File: config.mk
export PLATFORM = sky130hd
export DESIGN_NAME = smsp_port
export DESIGN_NICKNAME = d
export VERILOG_FILES = /design/src/core/smsp_pkg.sv /design/src/core/smsp_shift_if.sv /design/src/core/smsp_shift_engine.sv /design/src/core/smsp_port.sv
export VERILOG_INCLUDE_DIRS = /design/src /design/src/core
export SDC_FILE = /design/constraint.sdc
export NUM_CORES = 1
export LEC_CHECK = 0
export ABC_AREA = 1
export BUFFER_PORTS_ARGS = -buffer_cell sky130_fd_sc_hd__buf_2
export CELL_PAD_IN_SITES_DETAIL_PLACEMENT = 0
export CELL_PAD_IN_SITES_GLOBAL_PLACEMENT = 1
export CORE_MARGIN = 3
export CORE_UTILIZATION = 25
export CTS_BUF_LIST = sky130_fd_sc_hd__clkbuf_4
export CTS_CLUSTER_SIZE = 20
export DETAILED_ROUTE_END_ITERATION = 10
export PLACE_DENSITY_LB_ADDON = 0.1
export SETUP_SLACK_MARGIN = 0.15
export SLEW_MARGIN = 20
export SYNTH_ARGS = -nofsm -noshare
export SYNTH_HDL_FRONTEND = slang
export SYNTH_SLANG_ARGS = --single-unit
File: constraint.sdc
create_clock -name clock -period 2.6 [get_ports clock]
set_input_delay 0.13 -clock clock [delete_from_list [all_inputs] [get_ports clock]]
set_output_delay 0.13 -clock clock [all_outputs]
set_load 0.01 [all_outputs]
File: src/core/smsp_consts.svh
// Constants for the SPI master/slave port: register offsets, field
// positions, reset values and timing counts.
// Assumes inclusion by bare name from the package and the core module.
`ifndef SMSP_CONSTS_SVH
`define SMSP_CONSTS_SVH

`define SMSP_OFF_CTRL 12'h000
`define SMSP_OFF_STAT 12'h004
`define SMSP_OFF_DATA 12'h008

`define SMSP_CTRL_RATE_HI 7
`define SMSP_CTRL_ENABLE 6
`define SMSP_CTRL_SELDIS 5
`define SMSP_CTRL_MASTER 4
`define SMSP_CTRL_POL 3
`define SMSP_CTRL_PHASE 2
`define SMSP_CTRL_RATE_MID 1
`define SMSP_CTRL_RATE_LO 0

`define SMSP_STAT_DONE 7
`define SMSP_STAT_WRITE_COLLISION_FLAG 6
`define SMSP_STAT_MODE_FAULT_FLAG 4

`define SMSP_CTRL_RESET 8'h00
`define SMSP_BITS_PER_BYTE 4'h8
`define SMSP_SEL_SYNC_STAGES 2

`endif

File: src/core/smsp_pkg.sv
// Types shared by the SPI port core and its shift engine.
// Assumes the constants header sits in the include path.
`include "smsp_consts.svh"

package smsp_pkg;
  typedef enum logic [2:0] {
    SMSP_IDLE = 3'b001,
    SMSP_LEAD = 3'b010,
    SMSP_TRAIL = 3'b100
  } smsp_state_t;

  typedef logic [7:0] smsp_byte_t;
endpackage

File: src/core/smsp_shift_if.sv
// Interface between the register core and the shift engine.
// Assumes one clock shared by both ends.
`timescale 1ns/100ps

interface smsp_shift_if;
  logic start;
  logic [7:0] txByte;
  logic [7:0] rxByte;
  logic done;
  logic busy;
  logic [2:0] rate;
  logic master;
  logic enable;
  logic pol;
  logic phase;
  logic selected;
  logic selFall;

  modport core (
    output start, txByte, rate, master, enable, pol, phase, selected,
    output selFall,
    input rxByte, done, busy
  );
  modport engine (
    input start, txByte, rate, master, enable, pol, phase, selected,
    input selFall,
    output rxByte, done, busy
  );
endinterface

File: src/core/smsp_shift_engine.sv
// Shift engine: baud divider, serial clock, eight-bit shift register.
// Assumes serial inputs already synchronous to clock; the core passes them in unsynchronised.
`timescale 1ns/100ps

module smsp_shift_engine (
  // Clock and reset.
  input wire logic clock,
  input wire logic sys_rst,
  // Core side.
  smsp_shift_if.engine sh,
  // Serial side, unsynchronised.
  input wire logic sckIn,
  input wire logic mosiIn,
  input wire logic misoIn,
  output logic sckOut,
  output logic mosiOut,
  output logic misoOut
);
  import smsp_pkg::*;

  smsp_state_t state_q;
  smsp_byte_t shift_q;
  logic [3:0] bitCnt_q;
  logic [6:0] divCnt_q;
  logic [6:0] halfDiv;
  logic sckPrev_q;
  logic inBit_q;
  logic edgeLead;
  logic edgeTrail;
  logic tick;
  logic rateOk;
  logic lastBit;

  // Half of the divisor per serial clock phase: codes 1..6 give 4..128.
  assign rateOk = (sh.rate != 3'h0) && (sh.rate != 3'h7);
  assign halfDiv = 7'(7'h01 << sh.rate) - 7'h01;
  assign tick = sh.master && (divCnt_q == halfDiv);
  // Slave edges are seen on the external clock relative to idle level.
  assign edgeLead = sh.master ? tick && (state_q == SMSP_LEAD)
                   : (sckIn != sckPrev_q) && (sckIn != sh.pol);
  assign edgeTrail = sh.master ? tick && (state_q == SMSP_TRAIL)
                    : (sckIn != sckPrev_q) && (sckIn == sh.pol);
  assign lastBit = (bitCnt_q == `SMSP_BITS_PER_BYTE - 4'h1);

  // Baud divider runs while any transfer is under way; it ticks only as master.
  always_ff @(posedge clock) begin
    if (sys_rst || state_q == SMSP_IDLE || tick)
      divCnt_q <= 7'h00;
    else
      divCnt_q <= divCnt_q + 7'h01;
  end

  always_ff @(posedge clock) begin
    sckPrev_q <= sys_rst ? 1'b0 : sckIn;
  end

  // Transfer sequencer; MSB first both ways, sample edge set by phase.
  always_ff @(posedge clock) begin
    sh.done <= 1'b0;
    if (sys_rst || !sh.enable || (!sh.master && !sh.selected)) begin
      state_q <= SMSP_IDLE;
      bitCnt_q <= 4'h0;
      if (sys_rst)
        shift_q <= 8'h00;
      sckOut <= sh.pol;
      inBit_q <= 1'b0;
    end else begin
      unique case (state_q)
        SMSP_IDLE: begin
          sckOut <= sh.pol;
          bitCnt_q <= 4'h0;
          if (sh.start && sh.master && rateOk) begin
            shift_q <= sh.txByte;
            state_q <= SMSP_LEAD;
          end else if (!sh.master && sh.phase && edgeLead) begin
            // Phase 1 slave: the first edge is the start, so go on to
            // the sampling edge rather than wait for a second lead.
            state_q <= SMSP_TRAIL;
          end else if (!sh.master && !sh.phase && sh.selFall) begin
            state_q <= SMSP_LEAD;
          end
        end
        SMSP_LEAD: begin
          if (sh.master && tick)
            sckOut <= ~sh.pol;
          if (edgeLead) begin
            if (!sh.phase)
              inBit_q <= sh.master ? misoIn : mosiIn;
            else if (bitCnt_q != 4'h0)
              shift_q <= {shift_q[6:0], inBit_q};
            state_q <= SMSP_TRAIL;
          end
        end
        SMSP_TRAIL: begin
          if (sh.master && tick)
            sckOut <= sh.pol;
          if (edgeTrail) begin
            if (sh.phase)
              inBit_q <= sh.master ? misoIn : mosiIn;
            else
              shift_q <= {shift_q[6:0], inBit_q};
            bitCnt_q <= bitCnt_q + 4'h1;
            if (lastBit) begin
              state_q <= SMSP_IDLE;
              sh.done <= 1'b1;
            end else
              state_q <= SMSP_LEAD;
          end
        end
        default: state_q <= SMSP_IDLE;
      endcase
    end
  end

  // Out bit is the shift register MSB. In phase 1 the last sampled bit
  // waits in inBit_q, so the output never moves on a sampling edge.
  assign mosiOut = shift_q[7];
  assign misoOut = shift_q[7];
  assign sh.rxByte = sh.phase ? {shift_q[6:0], inBit_q} : shift_q;
  assign sh.busy = (state_q != SMSP_IDLE);
endmodule

File: src/core/smsp_port.sv
// Top of the SPI master/slave port: APB slave, control and status
// registers, select logic and pin drivers around the shift engine.
// Assumes APB master on clock, serial pins synchronous to clock.
//
// The implementer's own choices: the register addresses and the APB interface to the registers.
`timescale 1ns/100ps
`include "smsp_consts.svh"

// Function
// - Each transfer moves eight bits each way, most significant bit first.
// - As master, exactly eight serial clock cycles per transfer.
// - Unselected slave floats its data output and stays out of traffic.
// - Master with select disabled ignores select; no mode fault from it.
// - Slave with phase and select-disable set counts as always selected.
// - Clearing select-disable leaves a pending mode fault standing.
// - Phase-0 slave starts on falling select; select-disable has no effect.
// - Rate codes 1 to 6 divide clock by 4 to 128; 0, 7 none.
// - Master-select bit picks master or slave; only master starts transfers.
// - Master data write loads shift register at once and starts shifting.
// - Master end sets done flag and copies received byte same cycle.
// - Done flag clears by status read with flag set, then data read.
// - Slave full byte moves to receive register and sets done flag.
// - Slave data write is never loaded; a slave sends leftover shift register contents.
// - Polarity sets idle clock level; phase picks sampling edges.
// - Master low select sets mode fault, clears enable and master bits.
// - Mode fault clears by status read with it set, then control write.
// - Data write during transfer sets collision flag, transfer unharmed.
// - Phase 0 samples leaving idle; phase 1 samples returning to idle.
module smsp_port (
  // Clock and reset.
  input wire logic clock,
  input wire logic sys_rst,
  // APB slave.
  input wire logic psel,
  input wire logic penable,
  input wire logic pwrite,
  input wire logic [11:0] paddr,
  input wire logic [31:0] pwdata,
  output logic [31:0] prdata,
  output logic pready,
  output logic pslverr,
  // Serial clock pin.
  input wire logic sckIn,
  output logic sckOut,
  output logic sckOe,
  // Master out, slave in pin.
  input wire logic mosiIn,
  output logic mosiOut,
  output logic mosiOe,
  // Master in, slave out pin.
  input wire logic misoIn,
  output logic misoOut,
  output logic misoOe,
  // Active low select pin.
  input wire logic selIn_n
);
  import smsp_pkg::*;

  smsp_shift_if sh();

  logic [7:0] ctrl_q;
  smsp_byte_t rxData_q;
  smsp_byte_t txData_q;
  logic txPend_q;
  logic done_q;
  logic write_collision_flag_q;
  logic mode_fault_flag_q;
  logic doneArm_q;
  logic wcolArm_q;
  logic modfArm_q;
  logic selSync1_q;
  logic selSync2_q;
  logic selPrev_q;
  logic [7:0] pwCtrl;
  logic apbAccess;
  logic isCtrl;
  logic isStat;
  logic isData;
  logic mapped;
  logic wrCtrl;
  logic wrData;
  logic rdStat;
  logic rdData;
  logic accData;
  logic isMaster;
  logic isEnabled;
  logic selDis;
  logic selLow;
  logic modeFault;
  logic slaveSelected;
  logic engSck;
  logic engMosi;
  logic engMiso;
  logic [7:0] statVal;
  logic [7:0] rdMux;

  // APB decode; every access completes in its first access cycle.
  assign apbAccess = psel && penable;
  assign isCtrl = (paddr == `SMSP_OFF_CTRL);
  assign isStat = (paddr == `SMSP_OFF_STAT);
  assign isData = (paddr == `SMSP_OFF_DATA);
  assign mapped = isCtrl || isStat || isData;
  assign wrCtrl = apbAccess && pwrite && isCtrl;
  assign wrData = apbAccess && pwrite && isData;
  assign rdStat = apbAccess && !pwrite && isStat;
  assign rdData = apbAccess && !pwrite && isData;
  assign accData = apbAccess && isData;
  assign pwCtrl = pwdata[7:0];

  // Control field taps.
  assign isMaster = ctrl_q[`SMSP_CTRL_MASTER];
  assign isEnabled = ctrl_q[`SMSP_CTRL_ENABLE];
  assign selDis = ctrl_q[`SMSP_CTRL_SELDIS];
  assign selLow = !selSync2_q;
  // Master ignores select when disabled; it is then a spare pin.
  assign modeFault = isEnabled && isMaster && !selDis && selLow;
  // Select-disable only frees a slave in phase 1; phase 0 needs the edge.
  assign slaveSelected = selLow ||
      (selDis && ctrl_q[`SMSP_CTRL_PHASE]);

  // Select pin synchroniser; the second stage and its delayed copy are used.
  always_ff @(posedge clock) begin
    if (sys_rst) begin
      selSync1_q <= 1'b1;
      selSync2_q <= 1'b1;
      selPrev_q <= 1'b1;
    end else begin
      selSync1_q <= selIn_n;
      selSync2_q <= selSync1_q;
      selPrev_q <= selSync2_q;
    end
  end

  // Control register; mode fault drops enable and master, and wins.
  always_ff @(posedge clock) begin
    if (sys_rst)
      ctrl_q <= `SMSP_CTRL_RESET;
    else if (modeFault) begin
      ctrl_q[`SMSP_CTRL_ENABLE] <= 1'b0;
      ctrl_q[`SMSP_CTRL_MASTER] <= 1'b0;
    end else if (wrCtrl)
      ctrl_q <= pwCtrl;
  end

  // Transmit holding: a master write starts at once when the engine
  // is idle; a slave write is dropped once the next byte begins.
  always_ff @(posedge clock) begin
    if (sys_rst) begin
      txData_q <= 8'h00;
      txPend_q <= 1'b0;
    end else begin
      if (wrData && !sh.busy) begin
        txData_q <= pwdata[7:0];
        txPend_q <= 1'b1;
      end else if (sh.start || (!isMaster && sh.busy))
        txPend_q <= 1'b0;
    end
  end

  // Engine load: master starts on the pending byte; a slave never loads
  // it, so its shift register sends the leftover byte.
  assign sh.start = txPend_q && !sh.busy &&
      (isMaster ? isEnabled : 1'b0);
  assign sh.txByte = txData_q;
  assign sh.rate = {ctrl_q[`SMSP_CTRL_RATE_HI],
      ctrl_q[`SMSP_CTRL_RATE_MID], ctrl_q[`SMSP_CTRL_RATE_LO]};
  assign sh.master = isMaster;
  assign sh.enable = isEnabled;
  assign sh.pol = ctrl_q[`SMSP_CTRL_POL];
  assign sh.phase = ctrl_q[`SMSP_CTRL_PHASE];
  assign sh.selected = slaveSelected;
  assign sh.selFall = selPrev_q && !selSync2_q;

  // Receive register taken in the cycle the engine reports the end.
  always_ff @(posedge clock) begin
    if (sys_rst)
      rxData_q <= 8'h00;
    else if (sh.done)
      rxData_q <= sh.rxByte;
  end

  // Done flag: status read arms, data read clears; a new end wins.
  always_ff @(posedge clock) begin
    if (sys_rst) begin
      done_q <= 1'b0;
      doneArm_q <= 1'b0;
    end else if (sh.done) begin
      done_q <= 1'b1;
      doneArm_q <= 1'b0;
    end else if (rdData && doneArm_q) begin
      done_q <= 1'b0;
      doneArm_q <= 1'b0;
    end else if (rdStat && done_q)
      doneArm_q <= 1'b1;
  end

  // Collision flag: set by a data write while busy; status then data.
  always_ff @(posedge clock) begin
    if (sys_rst) begin
      write_collision_flag_q <= 1'b0;
      wcolArm_q <= 1'b0;
    end else if (wrData && sh.busy) begin
      write_collision_flag_q <= 1'b1;
      wcolArm_q <= 1'b0;
    end else if (accData && wcolArm_q) begin
      write_collision_flag_q <= 1'b0;
      wcolArm_q <= 1'b0;
    end else if (rdStat && write_collision_flag_q)
      wcolArm_q <= 1'b1;
  end

  // Mode fault: cleared only by status read then control write, never
  // by the select-disable bit itself.
  always_ff @(posedge clock) begin
    if (sys_rst) begin
      mode_fault_flag_q <= 1'b0;
      modfArm_q <= 1'b0;
    end else if (modeFault) begin
      mode_fault_flag_q <= 1'b1;
      modfArm_q <= 1'b0;
    end else if (wrCtrl && modfArm_q) begin
      mode_fault_flag_q <= 1'b0;
      modfArm_q <= 1'b0;
    end else if (rdStat && mode_fault_flag_q)
      modfArm_q <= 1'b1;
  end

  // Read multiplexer.
  assign statVal = {done_q, write_collision_flag_q, 1'b0, mode_fault_flag_q, 4'h0};
  assign rdMux = isCtrl ? ctrl_q : isStat ? statVal :
      isData ? rxData_q : 8'h00;

  // APB answer registered: ready in the first access cycle.
  always_ff @(posedge clock) begin
    if (sys_rst) begin
      prdata <= 32'h0000_0000;
      pready <= 1'b0;
      pslverr <= 1'b0;
    end else begin
      pready <= psel && !penable;
      pslverr <= psel && !penable && !mapped;
      prdata <= (psel && !penable && !pwrite) ? {24'h00_0000, rdMux}
          : 32'h0000_0000;
    end
  end

  smsp_shift_engine u_engine (
    .clock(clock),
    .sys_rst(sys_rst),
    .sh(sh),
    .sckIn(sckIn),
    .mosiIn(mosiIn),
    .misoIn(misoIn),
    .sckOut(engSck),
    .mosiOut(engMosi),
    .misoOut(engMiso)
  );

  // Pin drivers registered; master drives clock and data out, slave
  // drives its data output only while selected and enabled.
  always_ff @(posedge clock) begin
    if (sys_rst) begin
      sckOut <= 1'b0;
      sckOe <= 1'b0;
      mosiOut <= 1'b0;
      mosiOe <= 1'b0;
      misoOut <= 1'b0;
      misoOe <= 1'b0;
    end else begin
      sckOut <= engSck;
      sckOe <= isEnabled && isMaster;
      mosiOut <= engMosi;
      mosiOe <= isEnabled && isMaster;
      misoOut <= engMiso;
      misoOe <= isEnabled && !isMaster && slaveSelected;
    end
  end
endmodule

==> results.py, run 1 <==
metrics = {
    "run_status": {
        "status": "finished clean",
    },
    "cts": {
        "ctsLongestPathBuffers": 2,
        "htreeDepth": 3,
        "clock_sinks": 74,
        "clock-root-buffer": "clkbuf_4",
        "numCtsBuffers": 9,
        "clkSlewWorstSetupHoldPaths_ns": 0.13,
        "clock_latency_ns": 0.46,
        "cts_tree": "done",
    },
    "sta": {
        "period_share": 0.912,
        "finalCriticalPeriod_ns": 2.37,
        "rsz0062_at_grt": "true",
        "tightest_slew_ns": 0.592,
        "timing.setup.tns_ns": 0,
        "slew_violations": 0,
        "slew_headroom": 0.603,
        "fin_skew_ns": 0.0131,
        "setup_viol": 0,
        "max_freq_mhz": 422,
        "hold_viol": 0,
    },
    "synthesis": {
        "synth_area_um2": 3680,
        "synth_top_area_frac": 0.354,
        "synth-async-reset-ratio": 0,
        "synth_ff_type": "dfxtp_1",
        "synth_edf_count": 9,
        "avgSynthCellArea_um2": 7.60,
        "synth_cell_types": 44,
        "yosysTopAreaCell": "dfxtp_1",
        "ys_ff_latch": 74,
        "syn_inst": 484,
        "synth-seq-area-share": 0.428,
        "ys_warn_count": 0,
        "synth_area_leaders": "dfxtp_1, edfxtp_1, nand2_1",
    },
    "route": {
        "drt_iter0_markers": 193,
        "wl_per_cell_um": 14.0,
        "viasPerCell": 4.40,
        "met2_length_mm": 4.90,
        "drc": 0,
        "top_layer_used": "met4",
        "drt_pass1_iterations": 4,
        "vias": 3289,
        "met1_length_mm": 4.98,
        "met3_wirelength_um": 474,
        "wl_mm": 10.5,
        "ant_nets": 0,
    },
    "grt": {
        "grt-ovfl-total": 0,
        "grt_antenna_before_repair": 0,
        "grt_pass1_wl_mm": 17.0,
        "grtUsageTotal": 0.137,
        "grt_start_max_net_pins": 18,
        "grt_pass1_vias": 3208,
    },
    "floorplanning": {
        "start_util": 0.260,
        "ioPinCount": 93,
        "core_area_um2": 14100,
        "die_h_um": 127,
        "dieArea_um2": 16200,
        "num_rows": 43,
        "fp.dieW_um": 127,
    },
    "pwr": {
        "internal_power_mw": 1.60,
        "clock_power_share": 0.392,
        "p_leak_nw": 1.83,
        "p_seq_frac": 0.546,
        "net-switching-power_mw": 0.531,
        "switching_share": 0.249,
        "pwr-share-comb": 0.062,
        "power_per_cell_area_nw_per_um2": 471,
        "vdd_ir_drop_max_mv": 0.211,
    },
    "setup_path": {
        "r2r-start": "ctrl_q[0]",
        "worstPathArrival_ns": 2.56,
        "r2r_end": "u_engine.shift_q[1]",
        "required_ns": 2.78,
        "path_max_fanout": 8,
        "cp-start-kind": "flip-flop",
        "cp-end-kind": "flip-flop",
        "reg2reg_depth": 14,
        "crit_type": "reg -> reg",
        "rrSetupSlack_ns": 0.23,
    },
    "cells_and_area": {
        "fin_nets": 620,
        "antenna_cells": 0,
        "drive_above_1_share": 0.206,
        "final_cell_mix": "nand2_1, inv_1, dfxtp_1",
        "final_common_cell": "nand2_1",
        "syn_to_final_growth_pct": 23.2,
        "layoutNonFillerInstCount": 748,
    },
    "hold_path": {
        "holdCritStartpoint": "mosiIn",
        "holdPathStages": 5,
        "hold_class": "in -> reg",
        "hold_end": "u_engine.inBit_q",
    },
    "placement": {
        "place_congestion": 0.773,
        "dp.cells": 709,
        "portBuffers": 44,
        "dp_hpwl_mm": 7.91,
    },
    "run": {
        "maxCapViolations": 0,
    },
}
## power groups by stage
stage               combinational (mW)  sequential [mW]  clock, mW
floorplan                       0.0876             1.19          0
global placement                 0.111             1.19          0
detailed placement               0.111             1.19          0
CTS                              0.130             1.17      0.886
global route                     0.147             1.17      0.939
finish                           0.132             1.17      0.837
## registers in the layout, summed over array words and instances (netlist names), 3 cells and up
signal	count
u_engine.state_q	3
prdata	8
sh.txByte	8
u_engine.shift_q	8
rxData_q	8
u_engine.divCnt_q	7
ctrl_q	8
u_engine.bitCnt_q	4
## through the flow
step	power, mW	hold slack (ns)	setup WS, ns	area, um^2	utilization
floorplan	1.28	0.224	0.234	3770	-
global placement	1.31	0.315	0.122	4080	0.288
detailed placement	1.31	0.316	0.0858	4080	0.288
CTS	2.18	0.000171	0.169	4410	0.312
global route	2.25	0.00765	0.0991	4530	0.320
finish	2.14	0.0405	0.228	4530	0.320
## cell families (layout without fill, tap and decap cells)
logic type / Yosys count / after routing / share of synthesized area
other: 1 / 24 / 0.00102
AO/OA/AOI/OAI: 96 / 96 / 0.153
XOR/XNOR: 7 / 7 / 0.0167
flip-flops: 74 / 74 / 0.428
buffers and inverters: 107 / 168 / 0.140
AND/OR/NAND/NOR: 195 / 195 / 0.249
adder cells (fa/ha/maj): 4 / 4 / 0.0136
## final cells by class
class,instances,area (um^2)
Multi-Input combinational cell,326,1750
Sequential cell,74,1580
Clock inverter,7,92.6
Tap cell,180,225
Inverter,69,262
Fill cell,1562,9620
Clock buffer,9,67.6
Timing Repair Buffer,83,559
## worst max-delay path, stage by stage (launching register included)
cell,delay [ns]
dfxtp_4,0.40
nor2_4,0.14
nand2_2,0.10
ha_4,0.27
inv_2,0.03
nand2_2,0.05
nand3_2,0.06
nor2_2,0.11
nand3_2,0.08
nor2_4,0.15
nand2_4,0.09
o21ai_4,0.16
nor3_2,0.06
nor3_2,0.22
buf_6,0.18
## synth_stat cells, types with 2 or more instances
library cell	number
o21ai_1	3
o21ai_0	32
buf_4	26
xor2_1	5
dfxtp_1	65
o32ai_1	8
xnor2_1	2
nand2_4	2
a31oi_1	2
or2_2	3
nor3_4	2
clkbuf_1	8
a32oi_1	6
buf_2	3
nand3_1	29
nor2_1	61
inv_2	2
nor2_2	4
nor3_1	6
nand4_1	4
nand2_1	69
inv_1	65
ha_1	4
nand2_2	5
nor3b_1	4
edfxtp_1	9
a21oi_1	38
## per-layer routing
metal | global-route usage | vias up
met1 | 0.176 | 1509
met2 | 0.217 | 65
li1 | - | 1704
met5 | 0 | -
met4 | 0.0461 | 0
met3 | 0.0426 | 11
## how the worst max path moves through the flow
stage	from	to	slack, ns	cells past startpoint
3_5_place_dp	ctrl_q[1]	u_engine.shift_q[5]	0.09	14
2_1_floorplan	ctrl_q[0]	u_engine.shift_q[0]	0.23	12
6_report	ctrl_q[0]	u_engine.shift_q[1]	0.23	14
3_3_place_gp	ctrl_q[1]	u_engine.shift_q[5]	0.12	13
4_1_cts	ctrl_q[1]	u_engine.shift_q[7]	0.17	14
5_1_grt	ctrl_q[0]	u_engine.shift_q[1]	0.1	14
## timing repair
item / 4_1_cts / 5_1_grt
endpoints found under the hold margin: 23 / 1
resized for setup: 4 / 16
hold buffers: 16 / 1
pin swaps: 1 / 9
gates cloned: 0 / 0
setup endpoints to repair: 8 / 17
setup buffers: 0 / 6
Power figures use the tool's default switching activity.
==> run 2, diff against run 1 <==
CORE_ASPECT_RATIO = 1.2   (was unset)
==> run 2 against run 1 <==
Global-route usage down 0.31 points. Combinational power decreased by 3%. Core utilization decreased by 0.30 points. Clock power fell by 1%. Non-clock buffer count is 1 lower. Die area barely moved. Wire length shrank 0.86%. Final area down 1.2%.
==> results.py, run 2 (synthesis gave the netlist of run 1 again) <==
metrics = {
    "run_status": {
        "status": "finished clean",
    },
    "cts": {
        "clock_latency_ns": 0.46,
        "htreeDepth": 3,
        "clock-root-buffer": "clkbuf_4",
        "cts_tree": "done",
        "numCtsBuffers": 9,
        "clock_sinks": 74,
        "clkSlewWorstSetupHoldPaths_ns": 0.13,
        "ctsLongestPathBuffers": 2,
    },
    "grt": {
        "grt_pass1_vias": 3216,
        "grt_start_max_net_pins": 18,
        "grtUsageTotal": 0.133,
        "grt_pass1_wl_mm": 16.7,
        "grt-ovfl-total": 0,
        "grt_antenna_before_repair": 0,
    },
    "sta": {
        "max_freq_mhz": 433,
        "setup_slack_ns": 0.291,
        "tightest_slew_ns": 0.586,
        "hold_viol": 0,
        "hold_slack_ns": 0.0291,
        "period_share": 0.888,
        "slew_headroom": 0.609,
        "rsz0062_at_grt": "true",
        "fin_skew_ns": 0.0125,
        "slew_violations": 0,
        "timing.setup.tns_ns": 0,
        "finalCriticalPeriod_ns": 2.31,
        "setup_viol": 0,
    },
    "pwr": {
        "p_leak_nw": 1.82,
        "switching_share": 0.250,
        "clock_power_share": 0.390,
        "power_per_cell_area_nw_per_um2": 474,
        "p_seq_frac": 0.550,
        "internal_power_mw": 1.59,
        "power_mw": 2.12,
        "net-switching-power_mw": 0.530,
        "vdd_ir_drop_max_mv": 0.171,
        "pwr-share-comb": 0.060,
    },
    "floorplanning": {
        "ioPinCount": 93,
        "start_util": 0.260,
        "dieArea_um2": 16200,
        "fp.dieW_um": 117,
        "num_rows": 47,
        "die_h_um": 139,
        "core_area_um2": 14100,
    },
    "cells_and_area": {
        "drive_above_1_share": 0.196,
        "post-route-util": 0.317,
        "fin_area_um2": 4480,
        "syn_to_final_growth_pct": 21.8,
        "final_common_cell": "nand2_1",
        "final_cell_mix": "nand2_1, inv_1, dfxtp_1",
        "fin_nets": 619,
        "antenna_cells": 0,
        "layoutNonFillerInstCount": 738,
        "nFillCells": 1553,
    },
    "route": {
        "drt_iter0_markers": 127,
        "ant_nets": 0,
        "viasPerCell": 4.37,
        "drc": 0,
        "wl_mm": 10.4,
        "vias": 3225,
        "wl_per_cell_um": 14.1,
        "drt_pass1_iterations": 4,
    },
    "setup_path": {
        "worstPathArrival_ns": 2.49,
        "rrSetupSlack_ns": 0.29,
        "cp-end-kind": "flip-flop",
        "path_max_fanout": 8,
        "cpPeakStageDelay_ns": 0.39,
        "crit_type": "reg -> reg",
        "crit_chain": "nor2_4 > nand2_4 > ha_4 > inv_2 > nand2_1 > nand3_1 > nor2_1 > nand3_1 > nor2_2 > nand2_2 > o21ai_4 > nor3_2 > nor3_2 > buf_6",
        "critPathSlowestCell": "dfxtp_4",
        "cp-start-kind": "flip-flop",
        "required_ns": 2.78,
    },
    "run": {
        "maxCapViolations": 0,
    },
    "placement": {
        "place_congestion": 0.762,
        "dp.cells": 701,
        "dp_hpwl_mm": 7.99,
        "post-place-ws_ns": 0.198,
        "place_area_um2": 4080,
        "portBuffers": 44,
    },
    "hold_path": {
        "hold_class": "in -> reg",
    },
}
run 2: cell types whose count changed in the layout (fill, tap and decap cells not counted), moves of 2 or more:
cell and delta:
nand2_1 +2, nand3_1 +2, nor2_4 -2, nand2_2 -2, nand3_2 -2
run 2: layout make-up:
type                    instances  area [um^2]  area share
clock buffers                   9         67.6      0.0151
inverters                      69          262      0.0584
multi-input cells             326         1720       0.384
well taps                     171          214      0.0478
flip-flops and latches         74         1580       0.353
clock inverters                 7         83.8      0.0187
repair buffers                 82          552       0.123
run 2: critical path: cells and delay by family, from the launching register on:
| family | cells | cell delay (ns) |
|---|---|---|
| compound gates | 1 | 0.18 |
| buf+inv | 2 | 0.20 |
| simple gates | 10 | 1.01 |
| flops | 1 | 0.39 |
| fa+ha+maj | 1 | 0.26 |
run 2: final timing paths:
kind	startpoint	to	cells after the start
max	ctrl_q[1]	u_engine.shift_q[1]	14
min	psel	wcolArm_q	4
max reg2reg	ctrl_q[1]	u_engine.shift_q[1]	14
min reg2reg	selSync1_q	selSync2_q	1
run 2: timing repair:
item,CTS,global route
endpoints found under the hold margin,27,0
hold buffers,17,0
buffers inserted,0,4
setup endpoints to repair,0,19
gates resized for setup,0,14
run 2: power groups by stage:
stage	sequential, mW	combinational [mW]	clock [mW]
6_report	1.17	0.128	0.827
3_5_place_dp	1.19	0.109	0
2_1_floorplan	1.19	0.0876	0
3_3_place_gp	1.19	0.108	0
4_1_cts	1.17	0.128	0.867
5_1_grt	1.17	0.142	0.911
run 2: metal layers:
metal  vias to the layer above  part of all wire  GRT usage
met5                         -                 0          0
li1                       1694                 -          -
met1                      1471              0.45      0.157
met3                        15             0.026     0.0223
met4                         0             0.022     0.0604
met2                        45              0.50      0.232
==> run 3, diff against run 2 <==
SLEW_MARGIN = 5   (was 20)
clock period = 2.37 ns   (was 2.6 ns; I/O delays follow)
==> run 3 against run 2 <==
Clock power grew 11%. Worst setup slack lost 0.19 ns. Sequential power is 9% higher. Maximum frequency increased by 1.8%. Die area unchanged. Sequential share of layout area fell by 1.3 points. Power increased by 11%. Critical path type unchanged. Largest cell class unchanged. Highest routed layer unchanged.
==> results.py, run 3 (synthesis gave the netlist of run 1 again) <==
metrics = {
    "run_status": {
        "status": "finished clean",
    },
    "route": {
        "vias": 3301,
        "ant_nets": 0,
        "drt_iter0_markers": 125,
        "drc": 0,
        "wl_per_cell_um": 14.4,
        "wl_mm": 10.8,
        "drt_pass1_iterations": 4,
        "viasPerCell": 4.41,
    },
    "cells_and_area": {
        "antenna_cells": 0,
        "post-route-util": 0.330,
        "syn_to_final_growth_pct": 26.6,
        "fin_nets": 629,
        "drive_above_1_share": 0.236,
        "final_cell_mix": "inv_1, nand2_1, dfxtp_1",
    },
    "sta": {
        "max_freq_mhz": 441,
        "rsz0062_at_grt": "true",
        "period_share": 0.957,
        "hold_viol": 0,
        "slew_violations": 0,
        "fin_skew_ns": 0.0210,
        "timing.setup.tns_ns": 0,
        "setup_slack_ns": 0.103,
        "setup_viol": 0,
        "finalCriticalPeriod_ns": 2.27,
    },
    "floorplanning": {
        "start_util": 0.260,
        "die_h_um": 139,
        "ioPinCount": 93,
        "core_area_um2": 14100,
        "num_rows": 47,
        "dieArea_um2": 16200,
        "fp.dieW_um": 117,
    },
    "cts": {
        "numCtsBuffers": 9,
        "clock_latency_ns": 0.46,
        "htreeDepth": 3,
        "clock-root-buffer": "clkbuf_4",
        "clock_sinks": 74,
        "cts_tree": "done",
        "ctsLongestPathBuffers": 2,
        "clkSlewWorstSetupHoldPaths_ns": 0.12,
    },
    "hold_path": {
        "hold_class": "in -> reg",
    },
    "placement": {
        "dp_hpwl_mm": 8.13,
        "place_congestion": 0.778,
        "post-place-ws_ns": 0.0300,
        "portBuffers": 44,
    },
    "pwr": {
        "pwr-share-comb": 0.064,
        "p_leak_nw": 1.88,
        "net-switching-power_mw": 0.568,
        "power_per_cell_area_nw_per_um2": 505,
        "internal_power_mw": 1.78,
        "clock_power_share": 0.392,
        "switching_share": 0.241,
        "p_seq_frac": 0.544,
        "vdd_ir_drop_max_mv": 0.279,
    },
    "grt": {
        "grt_start_max_net_pins": 17,
        "grt_pass1_vias": 3290,
        "grtUsageTotal": 0.139,
        "grt_pass1_wl_mm": 17.3,
        "grt-ovfl-total": 0,
        "grt_antenna_before_repair": 0,
    },
    "setup_path": {
        "cp-start-kind": "flip-flop",
        "cpPeakStageDelay_ns": 0.38,
        "cp-end-kind": "flip-flop",
        "required_ns": 2.55,
        "critPathSlowestCell": "dfxtp_4",
        "crit_type": "reg -> reg",
        "worstPathArrival_ns": 2.45,
        "path_max_fanout": 8,
        "crit_chain": "nor2_4 > nand2_2 > ha_4 > inv_2 > nand2_1 > nand3_1 > nor2_1 > nand3_1 > nor2_2 > nand2_2 > o21ai_4 > nor3_4 > nor3_4 > buf_12",
    },
    "run": {
        "maxCapViolations": 0,
    },
}
[run 3: cell types whose count changed in the layout (fill, tap and decap cells not counted), moves of 3 or more]
cell     before  now
a21oi_1      38   33
buf_4        20   28
nand2_1      68   64
a21oi_2       0    5
nand3_1      28   25
nand3_2       2    5
[run 3: worst paths after layout]
check                           startpoint                  end  slack, ns  depth (start not counted)
worst min register to register  selSync1_q           selSync2_q       0.43                          1
worst max-delay path             ctrl_q[1]  u_engine.shift_q[7]       0.10                         14
worst min-delay path                mosiIn     u_engine.inBit_q       0.05                          5
worst max register to register   ctrl_q[1]  u_engine.shift_q[7]       0.10                         14
[run 3: repair_timing]
| item | CTS | global route |
|---|---|---|
| resized for setup | 11 | 18 |
| hold endpoints to repair | 27 | 0 |
| hold buffers | 17 | 0 |
| pin swaps | 13 | 13 |
| buffers inserted | 8 | 1 |
| endpoints found under the setup margin | 10 | 25 |
[run 3: stage by stage]
step | instances | power, mW | instance area (um^2) | hold WS (ns)
4_1_cts | 747 | 2.39 | 4580 | 0.0105
3_3_place_gp | 706 | 1.43 | 4150 | 0.303
2_1_floorplan | 507 | 1.40 | 3790 | 0.213
3_5_place_dp | 706 | 1.43 | 4150 | 0.306
6_report | 748 | 2.35 | 4650 | 0.0456
5_1_grt | 748 | 2.47 | 4650 | 0.0643
[run 3: routing by layer]
metal / GRT usage / vias up / routed length [um] / part of all wire
met1: 0.173 / 1512 / 4850 / 0.45
met2: 0.230 / 59 / 5320 / 0.49
li1: - / 1717 / - / -
met5: 0 / - / 0 / 0
met3: 0.0371 / 13 / 392 / 0.036
met4: 0.0459 / 0 / 224 / 0.021
[run 3: area by class of cell]
cell class / instances / area (um^2)
clock buffer: 11 / 82.6
clock inverter: 5 / 78.8
fill: 1513 / 9460
inverter: 69 / 267
multi-input combinational: 326 / 1790
sequential: 74 / 1580
tap: 171 / 214
timing repair buffer: 92 / 643
[run 3: power groups by stage]
stage               Combinational [mW]  Clock [mW]  Sequential, mW
floorplan                       0.0971           0            1.31
global placement                 0.125           0            1.31
detailed placement               0.125           0            1.31
CTS                              0.148       0.966            1.28
global route                     0.167        1.02            1.28
finish                           0.151       0.922            1.28
[run 3: critical path: cells and delay by family, from the launching register on]
kind	cells	cell delay [ns]
DFF	1	0.38
AOI/OAI and AO/OA	1	0.16
adders and majority gates	1	0.27
and+or+nand+nor	10	1.01
buffers and inverters	2	0.18
